===== src/gdsp_pkg.sv =====
// Purpose: shared constants and types of the dual serial port block
// Assumes: one 125 MHz clock, 32-bit classic Wishbone register access
// Notes:   configuration word per port is {format, bit period in clocks}
`default_nettype none

package gdsp_pkg;

    // ****************************************
    // clock and line timing
    // ****************************************
    localparam int          CLK_HZ      = 125_000_000;
    localparam int          BAUD_DEF    = 9600;
    localparam logic [15:0] DIV_DEF     = 16'((CLK_HZ + BAUD_DEF / 2) / BAUD_DEF);
    localparam int          DATA_BITS   = 8;
    localparam logic [3:0]  BIT_STOP    = 4'h9;
    localparam logic [3:0]  BIT_START   = 4'h0;
    localparam logic        LINE_IDLE   = 1'b1;
    localparam logic        LINE_START  = 1'b0;

    // ****************************************
    // configuration words
    // ****************************************
    localparam int          NCH         = 2;
    localparam int          CH_HOST     = 0;
    localparam int          CH_AUX      = 1;
    localparam int          CFG_W       = 17;
    localparam int          FMT_BIT     = 16;
    localparam logic        FMT_BINARY  = 1'b0;
    localparam logic        FMT_NMEA    = 1'b1;
    localparam logic [16:0] CFG_ROM     = {FMT_BINARY, DIV_DEF};
    localparam int          SUM_BYTES   = 5;
    localparam int          SUM_PAD     = 6;

    // load source codes
    localparam logic [1:0]  SRC_ROM     = 2'h0;
    localparam logic [1:0]  SRC_SRAM    = 2'h1;
    localparam logic [1:0]  SRC_EEPROM  = 2'h2;

    localparam int          FIFO_DEPTH  = 8;

    // ****************************************
    // register map (byte addresses)
    // ****************************************
    localparam logic [7:0]  REG_CTRL     = 8'h00;
    localparam logic [7:0]  REG_HOST_NEW = 8'h04;
    localparam logic [7:0]  REG_AUX_NEW  = 8'h08;
    localparam logic [7:0]  REG_HOST_ACT = 8'h0c;
    localparam logic [7:0]  REG_AUX_ACT  = 8'h10;
    localparam logic [7:0]  REG_TX_DATA  = 8'h14;
    localparam logic [7:0]  REG_HOST_RXD = 8'h18;
    localparam logic [7:0]  REG_AUX_RXD  = 8'h1c;
    localparam logic [7:0]  REG_STATUS   = 8'h20;

    // field positions
    localparam int          CTRL_COMMIT  = 0;
    localparam int          CTRL_SRC_LO  = 4;
    localparam int          RXD_VALID    = 8;
    localparam int          ST_TX_FULL   = 0;
    localparam int          ST_TX_BUSY   = 1;
    localparam int          ST_RXV_LO    = 2;
    localparam int          ST_OVR_LO    = 4;
    localparam int          ST_FERR_LO   = 6;

    typedef enum logic [1:0] {
        ST_LOAD = 2'b00,
        ST_RUN  = 2'b01,
        ST_HALT = 2'b10
    } gdsp_state_t;

endpackage : gdsp_pkg

`default_nettype wire


===== src/gdsp_serial_cfg.sv =====
// Purpose: host and auxiliary asynchronous serial ports with settings reload
// Assumes: battery-backed and serial non-volatile stores sit outside, same clock
// Notes:   new settings take effect only after the next reset or master reset
`default_nettype none
`timescale 1ns/1ps

module gdsp_serial_cfg
    import gdsp_pkg::*;
#(
    parameter logic [15:0] P_DEF_DIV = DIV_DEF
) (
    input  wire logic                i_ref_clk,
    input  wire logic                i_rst_b,
    input  wire logic                i_wb_cyc,
    input  wire logic                i_wb_stb,
    input  wire logic                i_wb_we,
    input  wire logic [7:0]          i_wb_adr,
    input  wire logic [3:0]          i_wb_sel,
    input  wire logic [31:0]         i_wb_dat,
    output logic                     o_wb_ack,
    output logic      [31:0]         o_wb_dat,
    input  wire logic                i_mrst_b,
    input  wire logic                i_host_rx_line,
    output logic                     o_host_tx_line,
    input  wire logic                i_aux_rx_line,
    output logic                     o_aux_tx_line,
    output logic                     o_host_nmea,
    input  wire logic [2*CFG_W-1:0]  i_sram_cfg,
    input  wire logic [7:0]          i_sram_sum,
    input  wire logic [2*CFG_W-1:0]  i_eeprom_cfg,
    input  wire logic [7:0]          i_eeprom_sum,
    output logic                     o_nv_we,
    output logic      [2*CFG_W-1:0]  o_nv_cfg,
    output logic      [7:0]          o_nv_sum
);

    // ****************************************
    // state
    // ****************************************
    typedef struct packed {
        gdsp_state_t                     st;
        logic [1:0]                      src;
        logic [NCH-1:0][CFG_W-1:0]       act;
        logic [NCH-1:0][CFG_W-1:0]       pend;
        logic                            nv_we;
        logic [NCH-1:0][CFG_W-1:0]       nv_cfg;
        logic [7:0]                      nv_sum;
        logic [1:0]                      mr_sync;
        logic [NCH-1:0][1:0]             rx_sync;
        logic [NCH-1:0]                  rx_busy;
        logic [NCH-1:0][15:0]            rx_cnt;
        logic [NCH-1:0][3:0]             rx_bit;
        logic [NCH-1:0][7:0]             rx_sh;
        logic [NCH-1:0][7:0]             rx_data;
        logic [NCH-1:0]                  rx_valid;
        logic [NCH-1:0]                  rx_ovr;
        logic [NCH-1:0]                  rx_ferr;
        logic                            tx_busy;
        logic [15:0]                     tx_cnt;
        logic [3:0]                      tx_bit;
        logic [8:0]                      tx_sh;
        logic                            tx_line;
        logic                            wb_ack;
        logic [31:0]                     wb_dat;
    } gdsp_st_t;

    gdsp_st_t    st_ff;
    gdsp_st_t    nxt_st;

    logic        fifo_in_ready;
    logic        fifo_out_valid;
    logic [7:0]  fifo_out_data;
    logic        fifo_push;
    logic        fifo_pop;
    logic        wb_req;
    logic        wb_stall;

    function automatic logic [7:0] gdsp_cfg_sum(input logic [NCH-1:0][CFG_W-1:0] cfg);
        logic [8*SUM_BYTES-1:0] v;
        logic [7:0]             s;
        v = {{SUM_PAD{1'b0}}, cfg};
        s = 8'h00;
        for (int i = 0; i < SUM_BYTES; i++) begin
            s = s + v[i*8 +: 8];
        end
        return s;
    endfunction

    function automatic logic [31:0] gdsp_merge(input logic [31:0] old_v, input logic [31:0] new_v,
                                               input logic [3:0] sel);
        logic [31:0] r;
        r = old_v;
        for (int b = 0; b < 4; b++) begin
            if (sel[b]) begin
                r[b*8 +: 8] = new_v[b*8 +: 8];
            end
        end
        return r;
    endfunction

    // ****************************************
    // bus handshake and transmit buffer
    // ****************************************
    assign wb_req    = i_wb_cyc && i_wb_stb && !st_ff.wb_ack;
    // a full buffer holds off the ack until a slot frees
    assign wb_stall  = i_wb_we && (i_wb_adr == REG_TX_DATA) && !fifo_in_ready;
    assign fifo_push = wb_req && i_wb_we && (i_wb_adr == REG_TX_DATA) && i_wb_sel[0] && fifo_in_ready;
    assign fifo_pop  = (st_ff.st == ST_RUN) && !st_ff.tx_busy && fifo_out_valid;

    gdsp_fifo #(
        .W (DATA_BITS),
        .D (FIFO_DEPTH)
    ) u_tx_fifo (
        .i_ref_clk   (i_ref_clk),
        .i_rst_b     (i_rst_b),
        .i_in_valid  (fifo_push),
        .o_in_ready  (fifo_in_ready),
        .i_in_data   (i_wb_dat[7:0]),
        .o_out_valid (fifo_out_valid),
        .i_out_ready (fifo_pop),
        .o_out_data  (fifo_out_data)
    );

    // ****************************************
    // next state
    // ****************************************
    always_comb begin
        logic [31:0] rd;
        logic [31:0] wv;
        logic [15:0] div;
        nxt_st       = st_ff;
        rd           = 32'h0000_0000;
        wv           = 32'h0000_0000;
        div          = 16'h0000;
        nxt_st.nv_we = 1'b0;
        nxt_st.wb_ack = 1'b0;
        nxt_st.mr_sync = {st_ff.mr_sync[0], i_mrst_b};
        nxt_st.rx_sync[CH_HOST] = {st_ff.rx_sync[CH_HOST][0], i_host_rx_line};
        nxt_st.rx_sync[CH_AUX]  = {st_ff.rx_sync[CH_AUX][0], i_aux_rx_line};

        // reload sequencing
        case (st_ff.st)
            ST_LOAD: begin
                if (!st_ff.mr_sync[1]) begin
                    nxt_st.st = ST_HALT;
                end else if (gdsp_cfg_sum(i_sram_cfg) == i_sram_sum) begin
                    nxt_st.act = i_sram_cfg;
                    nxt_st.src = SRC_SRAM;
                    nxt_st.st  = ST_RUN;
                end else if (gdsp_cfg_sum(i_eeprom_cfg) == i_eeprom_sum) begin
                    nxt_st.act = i_eeprom_cfg;
                    nxt_st.src = SRC_EEPROM;
                    nxt_st.st  = ST_RUN;
                end else begin
                    nxt_st.act[CH_HOST] = {FMT_BINARY, P_DEF_DIV};
                    nxt_st.act[CH_AUX]  = {FMT_BINARY, P_DEF_DIV};
                    nxt_st.src          = SRC_ROM;
                    nxt_st.st           = ST_RUN;
                end
            end
            ST_RUN: begin
                if (!st_ff.mr_sync[1]) begin
                    nxt_st.st = ST_HALT;
                end
            end
            ST_HALT: begin
                if (st_ff.mr_sync[1]) begin
                    nxt_st.st = ST_LOAD;
                end
            end
            default: begin
                nxt_st.st = ST_LOAD;
            end
        endcase

        for (int c = 0; c < NCH; c++) begin
            div = st_ff.act[c][FMT_BIT-1:0];
            if (st_ff.st != ST_RUN) begin
                nxt_st.rx_busy[c] = 1'b0;
            end else if (!st_ff.rx_busy[c]) begin
                if (st_ff.rx_sync[c][1] == LINE_START) begin
                    nxt_st.rx_busy[c] = 1'b1;
                    nxt_st.rx_cnt[c]  = div >> 1;
                    nxt_st.rx_bit[c]  = BIT_START;
                end
            end else if (st_ff.rx_cnt[c] != 16'h0000) begin
                nxt_st.rx_cnt[c] = st_ff.rx_cnt[c] - 16'h0001;
            end else begin
                nxt_st.rx_cnt[c] = div - 16'h0001;
                nxt_st.rx_bit[c] = st_ff.rx_bit[c] + 4'h1;
                if (st_ff.rx_bit[c] == BIT_START) begin
                    // glitch rejection
                    if (st_ff.rx_sync[c][1] != LINE_START) begin
                        nxt_st.rx_busy[c] = 1'b0;
                    end
                end else if (st_ff.rx_bit[c] != BIT_STOP) begin
                    nxt_st.rx_sh[c] = {st_ff.rx_sync[c][1], st_ff.rx_sh[c][7:1]};
                end else begin
                    nxt_st.rx_busy[c] = 1'b0;
                    if (st_ff.rx_sync[c][1] == LINE_IDLE) begin
                        nxt_st.rx_data[c] = st_ff.rx_sh[c];
                        if (st_ff.rx_valid[c]) begin
                            nxt_st.rx_ovr[c] = 1'b1;
                        end
                    end else begin
                        nxt_st.rx_ferr[c] = 1'b1;
                    end
                end
            end
        end

        div = st_ff.act[CH_HOST][FMT_BIT-1:0];
        if (st_ff.st != ST_RUN) begin
            nxt_st.tx_busy = 1'b0;
            nxt_st.tx_line = LINE_IDLE;
        end else if (fifo_pop) begin
            nxt_st.tx_busy = 1'b1;
            nxt_st.tx_sh   = {LINE_IDLE, fifo_out_data};
            nxt_st.tx_bit  = BIT_START;
            nxt_st.tx_cnt  = div - 16'h0001;
            nxt_st.tx_line = LINE_START;
        end else if (st_ff.tx_busy) begin
            if (st_ff.tx_cnt != 16'h0000) begin
                nxt_st.tx_cnt = st_ff.tx_cnt - 16'h0001;
            end else if (st_ff.tx_bit == BIT_STOP) begin
                nxt_st.tx_busy = 1'b0;
                nxt_st.tx_line = LINE_IDLE;
            end else begin
                nxt_st.tx_cnt  = div - 16'h0001;
                nxt_st.tx_bit  = st_ff.tx_bit + 4'h1;
                nxt_st.tx_line = st_ff.tx_sh[0];
                nxt_st.tx_sh   = {LINE_IDLE, st_ff.tx_sh[8:1]};
            end
        end

        // ****************************************
        // register access
        // ****************************************
        case (i_wb_adr)
            REG_CTRL:     rd = {26'h0, st_ff.src, 2'h0, st_ff.st};
            REG_HOST_NEW: rd = {15'h0, st_ff.pend[CH_HOST]};
            REG_AUX_NEW:  rd = {15'h0, st_ff.pend[CH_AUX]};
            REG_HOST_ACT: rd = {15'h0, st_ff.act[CH_HOST]};
            REG_AUX_ACT:  rd = {15'h0, st_ff.act[CH_AUX]};
            REG_HOST_RXD: rd = {23'h0, st_ff.rx_valid[CH_HOST], st_ff.rx_data[CH_HOST]};
            REG_AUX_RXD:  rd = {23'h0, st_ff.rx_valid[CH_AUX], st_ff.rx_data[CH_AUX]};
            REG_STATUS:   rd = {24'h0, st_ff.rx_ferr, st_ff.rx_ovr, st_ff.rx_valid,
                                st_ff.tx_busy, !fifo_in_ready};
            default:      rd = 32'h0000_0000;
        endcase

        if (wb_req && !wb_stall) begin
            nxt_st.wb_ack = 1'b1;
            nxt_st.wb_dat = i_wb_we ? 32'h0000_0000 : rd;
            if (i_wb_we) begin
                case (i_wb_adr)
                    REG_CTRL: begin
                        if (i_wb_sel[0] && i_wb_dat[CTRL_COMMIT]) begin
                            nxt_st.nv_we  = 1'b1;
                            nxt_st.nv_cfg = st_ff.pend;
                            nxt_st.nv_sum = gdsp_cfg_sum(st_ff.pend);
                        end
                    end
                    REG_HOST_NEW: begin
                        wv = gdsp_merge({15'h0, st_ff.pend[CH_HOST]}, i_wb_dat, i_wb_sel);
                        nxt_st.pend[CH_HOST] = wv[CFG_W-1:0];
                    end
                    REG_AUX_NEW: begin
                        wv = gdsp_merge({15'h0, st_ff.pend[CH_AUX]}, i_wb_dat, i_wb_sel);
                        nxt_st.pend[CH_AUX] = wv[CFG_W-1:0];
                    end
                    REG_STATUS: begin
                        if (i_wb_sel[0]) begin
                            nxt_st.rx_ovr  = st_ff.rx_ovr & ~i_wb_dat[ST_OVR_LO +: NCH];
                            nxt_st.rx_ferr = st_ff.rx_ferr & ~i_wb_dat[ST_FERR_LO +: NCH];
                        end
                    end
                    default: begin
                        wv = 32'h0000_0000;
                    end
                endcase
            end else if (i_wb_adr == REG_HOST_RXD) begin
                nxt_st.rx_valid[CH_HOST] = 1'b0;
            end else if (i_wb_adr == REG_AUX_RXD) begin
                nxt_st.rx_valid[CH_AUX] = 1'b0;
            end
        end

        // new events win over a same-cycle clear
        for (int c = 0; c < NCH; c++) begin
            if (st_ff.rx_busy[c] && st_ff.rx_cnt[c] == 16'h0000 && st_ff.rx_bit[c] == BIT_STOP) begin
                if (st_ff.rx_sync[c][1] == LINE_IDLE) begin
                    nxt_st.rx_valid[c] = 1'b1;
                    nxt_st.rx_ovr[c]   = nxt_st.rx_ovr[c] | st_ff.rx_valid[c];
                end else begin
                    nxt_st.rx_ferr[c] = 1'b1;
                end
            end
        end
    end

    always_ff @(posedge i_ref_clk or negedge i_rst_b) begin
        if (!i_rst_b) begin
            st_ff         <= '0;
            st_ff.st      <= ST_LOAD;
            st_ff.act     <= {FMT_BINARY, P_DEF_DIV, FMT_BINARY, P_DEF_DIV};
            st_ff.pend    <= {FMT_BINARY, P_DEF_DIV, FMT_BINARY, P_DEF_DIV};
            st_ff.rx_sync <= '1;
            st_ff.tx_line <= LINE_IDLE;
        end else begin
            st_ff <= nxt_st;
        end
    end

    // ****************************************
    // outputs
    // ****************************************
    assign o_wb_ack       = st_ff.wb_ack;
    assign o_wb_dat       = st_ff.wb_dat;
    assign o_host_tx_line = st_ff.tx_line;
    // receive-only port, transmit line parked high
    assign o_aux_tx_line  = LINE_IDLE;
    assign o_host_nmea    = st_ff.act[CH_HOST][FMT_BIT];
    assign o_nv_we        = st_ff.nv_we;
    assign o_nv_cfg       = st_ff.nv_cfg;
    assign o_nv_sum       = st_ff.nv_sum;

endmodule // gdsp_serial_cfg

`default_nettype wire


===== src/gdsp_fifo.sv =====
// Purpose: flip-flop FIFO with valid/ready on both sides
// Assumes: depth is a power of two
// Notes:   data output comes straight from the storage flops
`default_nettype none
`timescale 1ns/1ps

module gdsp_fifo #(
    parameter int W = 8,
    parameter int D = 8
) (
    input  wire logic         i_ref_clk,
    input  wire logic         i_rst_b,
    input  wire logic         i_in_valid,
    output logic              o_in_ready,
    input  wire logic [W-1:0] i_in_data,
    output logic              o_out_valid,
    input  wire logic         i_out_ready,
    output logic      [W-1:0] o_out_data
);

    localparam int AW = $clog2(D);

    typedef struct packed {
        logic [D-1:0][W-1:0] mem;
        logic [AW:0]         wp;
        logic [AW:0]         rp;
    } gdsp_fifo_st_t;

    gdsp_fifo_st_t st_ff;
    gdsp_fifo_st_t nxt_st;
    logic          full;
    logic          empty;

    assign empty       = (st_ff.wp == st_ff.rp);
    assign full        = (st_ff.wp[AW] != st_ff.rp[AW]) && (st_ff.wp[AW-1:0] == st_ff.rp[AW-1:0]);
    assign o_in_ready  = !full;
    assign o_out_valid = !empty;
    assign o_out_data  = st_ff.mem[st_ff.rp[AW-1:0]];

    always_comb begin
        nxt_st = st_ff;
        if (i_in_valid && !full) begin
            nxt_st.mem[st_ff.wp[AW-1:0]] = i_in_data;
            nxt_st.wp                    = st_ff.wp + 1'b1;
        end
        if (i_out_ready && !empty) begin
            nxt_st.rp = st_ff.rp + 1'b1;
        end
    end

    always_ff @(posedge i_ref_clk or negedge i_rst_b) begin
        if (!i_rst_b) begin
            st_ff <= '0;
        end else begin
            st_ff <= nxt_st;
        end
    end

endmodule // gdsp_fifo

`default_nettype wire


===== config.mk =====
export PLATFORM = sky130hd
export DESIGN_NAME = gdsp_serial_cfg
export DESIGN_NICKNAME = d
export VERILOG_FILES = /design/src/gdsp_pkg.sv /design/src/gdsp_serial_cfg.sv /design/src/gdsp_fifo.sv
export SDC_FILE = /design/constraint.sdc
export NUM_CORES = 1
export LEC_CHECK = 0
export BUFFER_PORTS_ARGS = -buffer_cell sky130_fd_sc_hd__buf_2
export CORE_UTILIZATION = 45
export DETAILED_ROUTE_END_ITERATION = 10
export PLACE_DENSITY = 0.67
export SLEW_MARGIN = 10
export SYNTH_ARGS = -nofsm -noshare
export SYNTH_HDL_FRONTEND = slang
export SYNTH_HIERARCHICAL = 1
export SYNTH_SLANG_ARGS = --single-unit

===== constraint.sdc =====
create_clock -name i_ref_clk -period 9.38 [get_ports i_ref_clk]
set_clock_uncertainty 0.1 [all_clocks]
set_input_delay 0.469 -clock i_ref_clk [delete_from_list [all_inputs] [get_ports i_ref_clk]]
set_output_delay 0.469 -clock i_ref_clk [all_outputs]
set_load 0.01 [all_outputs]

# Word-level counts from Yosys, hierarchy flattened

Cells that the tools add are included.
Widths: inputs -> output; s select.

Add/sub/neg operators: 22
Magnitude comparators: 3
Equality and inequality tests: 31
Muxes and demuxes: 98
Bitwise gates (word level): 13
Reduce and logical (&&, ||, !) cells: 56

Operators with widths:

| cell                  | number |
|---|---|
| $mux 43               | 4 |
| $pmux 17 s8           | 1 |
| $mux 16               | 7 |
| $sub 16x1->16 const B | 5 |
| $add 8x8->8           | 9 |
| $mux 36               | 2 |
| $bwmux 64             | 1 |
| $mux 31               | 2 |
| $mux 1                | 58 |
| $reduce_bool 16->1    | 3 |
| $mux 4                | 9 |
| $mux 33               | 1 |
| $eq 8x5->1 const B    | 4 |
| $logic_not 16->1      | 2 |
| $mux 32               | 1 |
| $reduce_and 4->1      | 8 |
| $mux 29               | 1 |
| $add 8x2->8           | 3 |
| $bmux 8 s3            | 1 |
| $demux 8 s3           | 1 |
| $add 4x1->4 const B   | 5 |
| $logic_and 1x1->1     | 20 |
| $eq 8x4->1 const B    | 2 |
| $eq 8x8->1            | 2 |
| 33 further kinds      | 71 |

Bits in registers: 337
Input bits: 136
Output and inout bits: 79
Word-level logic and storage cells: 269

# Logic depth before layout (Yosys ltp)

Gate-level depths: netlist (run 1).

Word-level depth: 14
Depth in mapped cells: 15
Gate-level depth less buffers: 13

# Cells and area by module

Netlist (run 1), hierarchy kept.

Modules (own cells, without submodules):

| module          | instances | cells each | area each (µm²) | seq. area each (µm²) |
|---|---|---|---|---|
| gdsp_serial_cfg | 1         | 1551       | 15518.6         | 6307.3 |
| gdsp_fifo       | 1         | 210        | 3490.8          | 1801.7 |

# Worst setup path after synthesis (run 1)

Ideal clock, no wire load.

Path type: input to register
Start point: in i_sram_cfg[0]
End point: reg st_ff, in the netlist o_host_nmea
Library setup time: 0.126 ns
Arrival: 4.032 ns
Data required time: 9.154 ns
Path slack: 5.122 ns
Stages: 13
Buffers on the path: 2
Cell sequence: fa_1 > inv_1 > fa_1 > fa_1 > fa_1 > nand2b_1 > a21oi_1 > a311oi_1 > or4_4 > and3_1 > clkbuf_1 > buf_2 > a221o_1

Longest elaborated chain between the ends: 6

RTL lines:

| item                      | RTL line               | source |
|---|---|---|
| from (decl)               | gdsp_serial_cfg.sv:28  | `input wire logic [2*CFG_W-1:0] i_sram_cfg,` |
| $add 8x8->8 (3 in series) | gdsp_serial_cfg.sv:84  | `s = s + v[i*8 +: 8];` |
| $add 8x2->8               | gdsp_serial_cfg.sv:84  |  |
| $eq 8x8->1                | gdsp_serial_cfg.sv:146 | `end else if (gdsp_cfg_sum(i_sram_cfg) == i_sram_sum) begin` |
| $mux 36                   | gdsp_serial_cfg.sv:146 |  |
| to (signal assigned)      | gdsp_serial_cfg.sv:311 | `st_ff <= nxt_st;` |
| to (decl)                 | gdsp_serial_cfg.sv:67  | `gdsp_st_t st_ff;` |

No other way between the ends.
A chain may end at the register's enable or synchronous reset.

# Worst setup path in the final report (run 1)

Start point: in i_eeprom_cfg[0]
End point: reg st_ff[229] (netlist bit)

Longest elaborated chain between the ends: 7

RTL lines:

| item                      | RTL line               | source |
|---|---|---|
| from (decl)               | gdsp_serial_cfg.sv:30  | `input wire logic [2*CFG_W-1:0] i_eeprom_cfg,` |
| $add 8x8->8 (3 in series) | gdsp_serial_cfg.sv:84  |  |
| $add 8x2->8               | gdsp_serial_cfg.sv:84  |  |
| $eq 8x8->1                | gdsp_serial_cfg.sv:150 | `end else if (gdsp_cfg_sum(i_eeprom_cfg) == i_eeprom_sum) begin` |
| $mux 36                   | gdsp_serial_cfg.sv:150 |  |
| $mux 36                   | gdsp_serial_cfg.sv:146 |  |

No other way between the ends.

==> flow_summary.json, run 1 <==
{
  "outcome": "completed",
  "grt_max_degree": 131,
  "dpl.hpwl_mm": 37.53,
  "dr.pass1.iters": 7,
  "critical_path_class": "input port to flop",
  "hold_slack_ps": 83.13,
  "rows": 74,
  "start_kind": "input port",
  "fp.dieH_um": 207.5,
  "p_leak_nw": 9.809,
  "overflow": 0,
  "end_kind": "flop",
  "arrival_ps": 4900,
  "wire_per_inst_um": 21.25,
  "combPwrFrac": 0.149,
  "dr.first_iter.drc_count": 1228,
  "syn_inst": 1761,
  "utilization": 0.5114,
  "slew_violations": 0,
  "pre_cts_ws_ps": 4341,
  "rrSetupSlack_ps": 5350,
  "cap_violations": 0,
  "switching_power_uw": 953.8,
  "synth-seq-cells": 322,
  "fp.coreArea_um2": 41200,
  "nets": 2073,
  "synthDistinctLibCells": 94,
  "period_share": 0.4855,
  "p_int_mw": 2.558,
  "drive_gt1_frac": 0.2887,
  "async_reset_ff_frac": 1.000,
  "slowest_stage": "nand3_1",
  "fin_ws_ps": 4826,
  "post_cts_resized": 0,
  "cts.path.max_buffers": 3,
  "dieArea_um2": 43070,
  "finalHoldViolCount": 0,
  "insertion_delay_ps": 530,
  "swShare": 0.2716,
  "place.gp.congestion": 0.9180,
  "antenna_found_initial": 1,
  "cts_inserted_buffers": 37,
  "period_minus_slack_ps": 4554,
  "drc": 0,
  "cts.sinks": 322,
  "syn_area_per_cell_um2": 10.79,
  "yosys_warnings": 6,
  "rsz0062_at_grt": "false",
  "grt_busiest_layer": "met2",
  "syn_to_final_growth_pct": 10.85,
  "start_util": 0.4614,
  "die_w_um": 207.5,
  "port_buffers": 182,
  "synth_edf_count": 0,
  "vdd_drop_max_uv": 106.0,
  "use_met1": 0.3353,
  "gr-usage-met3": 0.03056,
  "wl_mm": 51.36,
  "min_path_type": "input port to flop",
  "path_clk_slew_ps": 60,
  "grt_pass1_vias": 14420,
  "use_met2": 0.3917,
  "critPathMaxStageDelay_ps": 730,
  "seqPwrFrac": 0.428,
  "vias_per_cell": 5.924,
  "ios": 215,
  "max_slew_margin": 0.2006,
  "grt_first_pass_wirelength_mm": 82.19,
  "grtUsageTotal": 0.2401,
  "required_ps": 9730,
  "drtAntennaViolNets": 0,
  "crit_buf_inv": 3,
  "htreeDepth": 2,
  "stdcell_count": 2417,
  "path_cells": "buf_2 > fa_1 > inv_1 > fa_1 > fa_1 > inv_1 > fa_1 > xnor2_1 > nand3_1 > nor4_1 > nand3_1 > nor4b_1 > nand3_1 > o221a_2",
  "tritoncts": "yes",
  "ys.flop_type": "dfrtp_1",
  "cp_max_fo": 20,
  "vias": 14320,
  "yosysSeqAreaShare": 0.4266,
  "crit_family": "adder cells",
  "power_frac_clock": 0.423,
  "ctsRootBufferMaster": "clkbuf_16",
  "synth_area_um2": 19010,
  "p_per_area_nw_per_um2": 166.6,
  "path_common_cell": "fa_1",
  "setup_viol": 0,
  "fmax_mhz": 219.6,
  "placedCellCount": 2345,
  "tns_ps": 0,
  "worst_pin_slew_ps": 1199
}
worst register-to-register path: cells and delay by family, from the launching register on:
kind | cells | cell delay [ps]
AND/OR/NAND/NOR | 3 | 460
buffers and inverters | 2 | 730
multiplexers | 1 | 430
AO/OA/AOI/OAI | 1 | 1030
flip-flops | 1 | 920
XOR/XNOR | 1 | 250
kinds of logic (layout without fill, tap and decap cells):
family,Yosys count,after routing,share of synthesized area
other,2,17,0.0003951
multiplexers,205,205,0.1359
buffers and inverters,220,329,0.06444
AND/OR/NAND/NOR,467,467,0.1258
AO/OA/AOI/OAI,376,376,0.1337
flip-flops,322,322,0.4266
XOR/XNOR,88,88,0.04094
adder cells (fa/ha/maj),81,81,0.07227
synthesized netlist by cell type, types with 33 or more instances:
| cell | number | area, um^2 |
|---|---|---|
| nor2_1 | 96 | 360.4 |
| clkbuf_1 | 48 | 180.2 |
| mux2_2 | 151 | 1700 |
| buf_4 | 80 | 600.6 |
| dfstp_2 | 41 | 1077 |
| nand2_1 | 145 | 544.3 |
| a21oi_1 | 101 | 505.5 |
| o21ai_0 | 72 | 360.4 |
| dfrtp_1 | 281 | 7032 |
| nor3_1 | 49 | 245.2 |
| fa_1 | 48 | 960.9 |
| xor2_1 | 33 | 289.0 |
| inv_1 | 60 | 225.2 |
| ha_1 | 33 | 412.9 |
| xnor2_1 | 54 | 473.0 |
path summary, 6_finish.rpt:
kind / start / end / cells past startpoint
setup / recovery: i_eeprom_cfg[0] / st_ff[229] / 14
hold reg to reg: nxt_st[149] / st_ff[149] / 0
min in group asynchronous: i_rst_b / u_tx_fifo/st_ff[55] / 2
setup reg to reg: u_tx_fifo/st_ff[1] / o_nv_cfg[6] / 8
hold / removal: i_wb_dat[8] / st_ff[201] / 2
max in group asynchronous: i_rst_b / st_ff[125] / 3
power by group through the flow:
stage               Combinational (mW)  Clock (mW)  Sequential, mW
finish                           0.522        1.48            1.50
detailed placement               0.512           0            1.53
floorplan                        0.366           0            1.50
global route                     0.578        1.56            1.51
global placement                 0.496           0            1.52
CTS                              0.518        1.51            1.50
layout make-up:
cell class / instances / area [um^2]
Sequential cell: 322 / 8109
Tap cell: 532 / 665.6
Clock inverter: 10 / 151.4
Inverter: 61 / 229.0
Timing Repair Buffer: 201 / 1074
Clock buffer: 57 / 1102
Fill cell: 3652 / 20130
Multi-Input combinational cell: 1233 / 9739
Antenna cell: 1 / 2.502
metal layers:
| layer | share of wire | vias to the layer above | wire, um |
|---|---|---|---|
| met5 | 0 | - | 0 |
| met3 | 0.056 | 83 | 2856 |
| met1 | 0.44 | 7303 | 22550 |
| li1 | - | 6459 | - |
| met2 | 0.48 | 474 | 24790 |
| met4 | 0.023 | 0 | 1166 |
placed cells by master (no fill, tap or decap), types with 20 or more instances in the layout:
cell type / n
a21o_1: 20
a21oi_1: 101
a22oi_1: 21
buf_2: 181
clkbuf_16: 38
dfrtp_1: 281
dfstp_2: 41
fa_1: 48
ha_1: 33
inv_1: 60
mux2_2: 151
mux2_4: 24
nand2_1: 145
nand3_1: 25
nor2_1: 96
nor2b_1: 25
nor3_1: 49
o21ai_0: 72
o22ai_1: 32
xnor2_1: 54
xor2_1: 33
state kept, by name, summed over array words and instances (netlist names):
name	flops
o_host_nmea	1
st_ff	184
o_nv_cfg	34
u_tx_fifo/st_ff	72
o_wb_dat	17
o_host_tx_line	1
o_wb_ack	1
o_nv_sum	8
o_nv_we	1
nxt_st	3
what timing repair did:
item                      CTS  global route
hold endpoints to repair    6             0
hold buffers                4             0
buffers inserted            0             0
stage by stage:
step,area [um^2],power (mW)
5_1_grt,21070,3.648
4_1_cts,21060,3.526
3_5_place_dp,19770,2.038
2_1_floorplan,19060,1.862
3_3_place_gp,19770,2.019
6_report,21070,3.511
Note: power is estimated with default switching activity, not from simulation.
==> inputs of run 2 (changes only) <==
==> constraint.sdc (replaced) <==
create_clock -name i_ref_clk -period 4.2 [get_ports i_ref_clk]
set_clock_uncertainty 0.1 [all_clocks]
set_input_delay 0.21 -clock i_ref_clk [delete_from_list [all_inputs] [get_ports i_ref_clk]]
set_output_delay 0.21 -clock i_ref_clk [all_outputs]
set_load 0.01 [all_outputs]
==> run 2 against run 1 <==
Net effect:
- power grew 120%
- sequential cell count unchanged
- first-iteration DRC count shrank 1.3%
- via count grew 3.6%
- non-clock buffer count increased by 109
==> flow_summary.json, run 2 (synthesized netlist as in run 1, its figures left out) <==
{
  "tritoncts": "yes",
  "seqCellArea_um2": 8109,
  "drive_gt1_frac": 0.2864,
  "grtUsageTotal": 0.2495,
  "path_cells": "dlygate4sd3_1 > buf_2 > fa_1 > inv_1 > fa_1 > fa_1 > inv_1 > fa_1 > xnor2_1 > nand3_1 > nor4_2 > nand3_1 > nor4b_2 > nand3_1 > buf_6 > o221a_2",
  "fp.dieH_um": 207.5,
  "finalHoldViolCount": 0,
  "p_leak_nw": 10.29,
  "insertion_delay_ps": 580,
  "min_path_type": "input port to flop",
  "layout_commonest_cell": "dfrtp_1",
  "vias_per_cell": 5.867,
  "largest_reg_flops": 184,
  "cts.path.max_buffers": 3,
  "end_kind": "flop",
  "top_register": "st_ff",
  "final_cell_mix": "281 x dfrtp_1, 181 x buf_2, 151 x mux2_2, 145 x nand2_1, 101 x a21oi_1",
  "syn_to_final_growth_pct": 16.53,
  "nets": 2182,
  "outcome": "completed",
  "period_share": 0.9342,
  "wire_per_inst_um": 21.18,
  "grt_max_degree": 104,
  "placedCellCount": 2366,
  "cp_max_fo": 11,
  "overflow": 0,
  "dpl.hpwl_mm": 38.11,
  "wl_mm": 53.54,
  "crit_buf_inv": 5,
  "start_kind": "input port",
  "grt_pass1_vias": 15100,
  "slowest_stage": "fa_1",
  "rsz0062_at_grt": "false",
  "slew_violations": 0,
  "grt_first_pass_wirelength_mm": 84.60,
  "required_ps": 4590,
  "ctsRootBufferMaster": "clkbuf_16",
  "dieArea_um2": 43070,
  "drtAntennaViolNets": 0,
  "rows": 74,
  "port_buffers": 182,
  "fmax_mhz": 254.9,
  "max_slew_margin": 0.2495,
  "ios": 215,
  "path_common_cell": "fa_1",
  "drc": 0,
  "cts_inserted_buffers": 37,
  "cap_violations": 0,
  "fp.coreArea_um2": 41200,
  "vias": 14830,
  "htreeDepth": 2,
  "tns_ps": 0,
  "period_minus_slack_ps": 3924,
  "vdd_drop_max_uv": 269.8,
  "start_util": 0.4614,
  "crit_family": "adder cells",
  "cts.sinks": 322,
  "critical_path_class": "input port to flop",
  "worst_pin_slew_ps": 1118,
  "p_per_area_nw_per_um2": 356.1,
  "path_clk_slew_ps": 60,
  "critPathMaxStageDelay_ps": 590,
  "stdcell_count": 2528,
  "multi_input_area_um2": 9748,
  "dr.first_iter.drc_count": 1212,
  "arrival_ps": 4320,
  "die_w_um": 207.5,
  "finalPower_mw": 7.889,
  "dr.pass1.iters": 5,
  "fillers": 3525,
  "cts_setup_buffers": 0,
  "antenna_found_initial": 1,
  "place.gp.congestion": 0.9492,
  "setup_viol": 0
}
## run 2: cell types whose count changed in the layout (fill, tap and decap cells not counted), sizes merged
cell and change:
dlygate4sd3 +88, buf +21, clkbuf -7, clkinv +5, clkinvlp +2, inv +2
bufinv -1, diode +1
## run 2: cell type report
| type | instances | area share |
|---|---|---|
| antenna | 2 | 0.0002259 |
| tap | 532 | 0.03005 |
| clock buffer | 50 | 0.04671 |
| clock inverter | 18 | 0.009376 |
| inverter | 61 | 0.01034 |
| timing repair buffer | 310 | 0.09720 |
| sequential | 322 | 0.3661 |
| multi-input combinational | 1233 | 0.4400 |
## run 2: worst paths after layout
check	endpoint	cells after the start	slack [ps]	start
worst max-delay path	st_ff[246]	16	280	i_eeprom_cfg[0]
worst min-delay path	st_ff[69]	5	70	i_wb_we
worst max register to register	st_ff[85]	8	530	st_ff[137]
worst min register to register	st_ff[149]	0	250	nxt_st[149]
max in group asynchronous	st_ff[54]	3	2700	i_rst_b
min in group asynchronous	u_tx_fifo/st_ff[65]	2	160	i_rst_b
## run 2: timing repair
action / 4_1_cts / 5_1_grt
endpoints found under the hold margin: 214 / 0
setup endpoints to repair: 0 / 35
hold buffers: 92 / 0
resized for setup: 0 / 4
## run 2: stage by stage
step | cell area, um^2 | hold slack [ps] | setup WS, ps | util
after global placement | 19970 | 180.8 | -118.7 | 0.4846
after global routing | 22150 | 72.06 | 72.42 | 0.5376
after floorplan | 19060 | -185.6 | 201.3 | -
final | 22150 | 68.57 | 276.3 | 0.5377
after detailed placement | 19970 | 198.9 | -191.2 | 0.4846
after CTS | 22130 | 48.90 | 115.6 | 0.5371
## run 2: report_power, final
group	switching, mW	leakage, nW	total, mW	internal, mW
Sequential	0.143	4.26	3.36	3.21
Clock	1.40	0.608	3.29	1.89
Combinational	0.692	5.42	1.25	0.555
## run 2: worst min-delay path, delay by kind of cell
| kind | cells | cell delay (ps) |
|---|---|---|
| buf+inv | 1 | 180 |
| simple gates | 4 | 300 |
## run 2: per-layer routing
metal,track usage,wire (um),part of all wire,up-vias
met5,0,0,0,-
li1,-,-,-,6670
met3,0.04175,3150,0.059,144
met2,0.4022,25150,0.47,572
met4,0.1125,2180,0.041,0
met1,0.3306,23060,0.43,7446
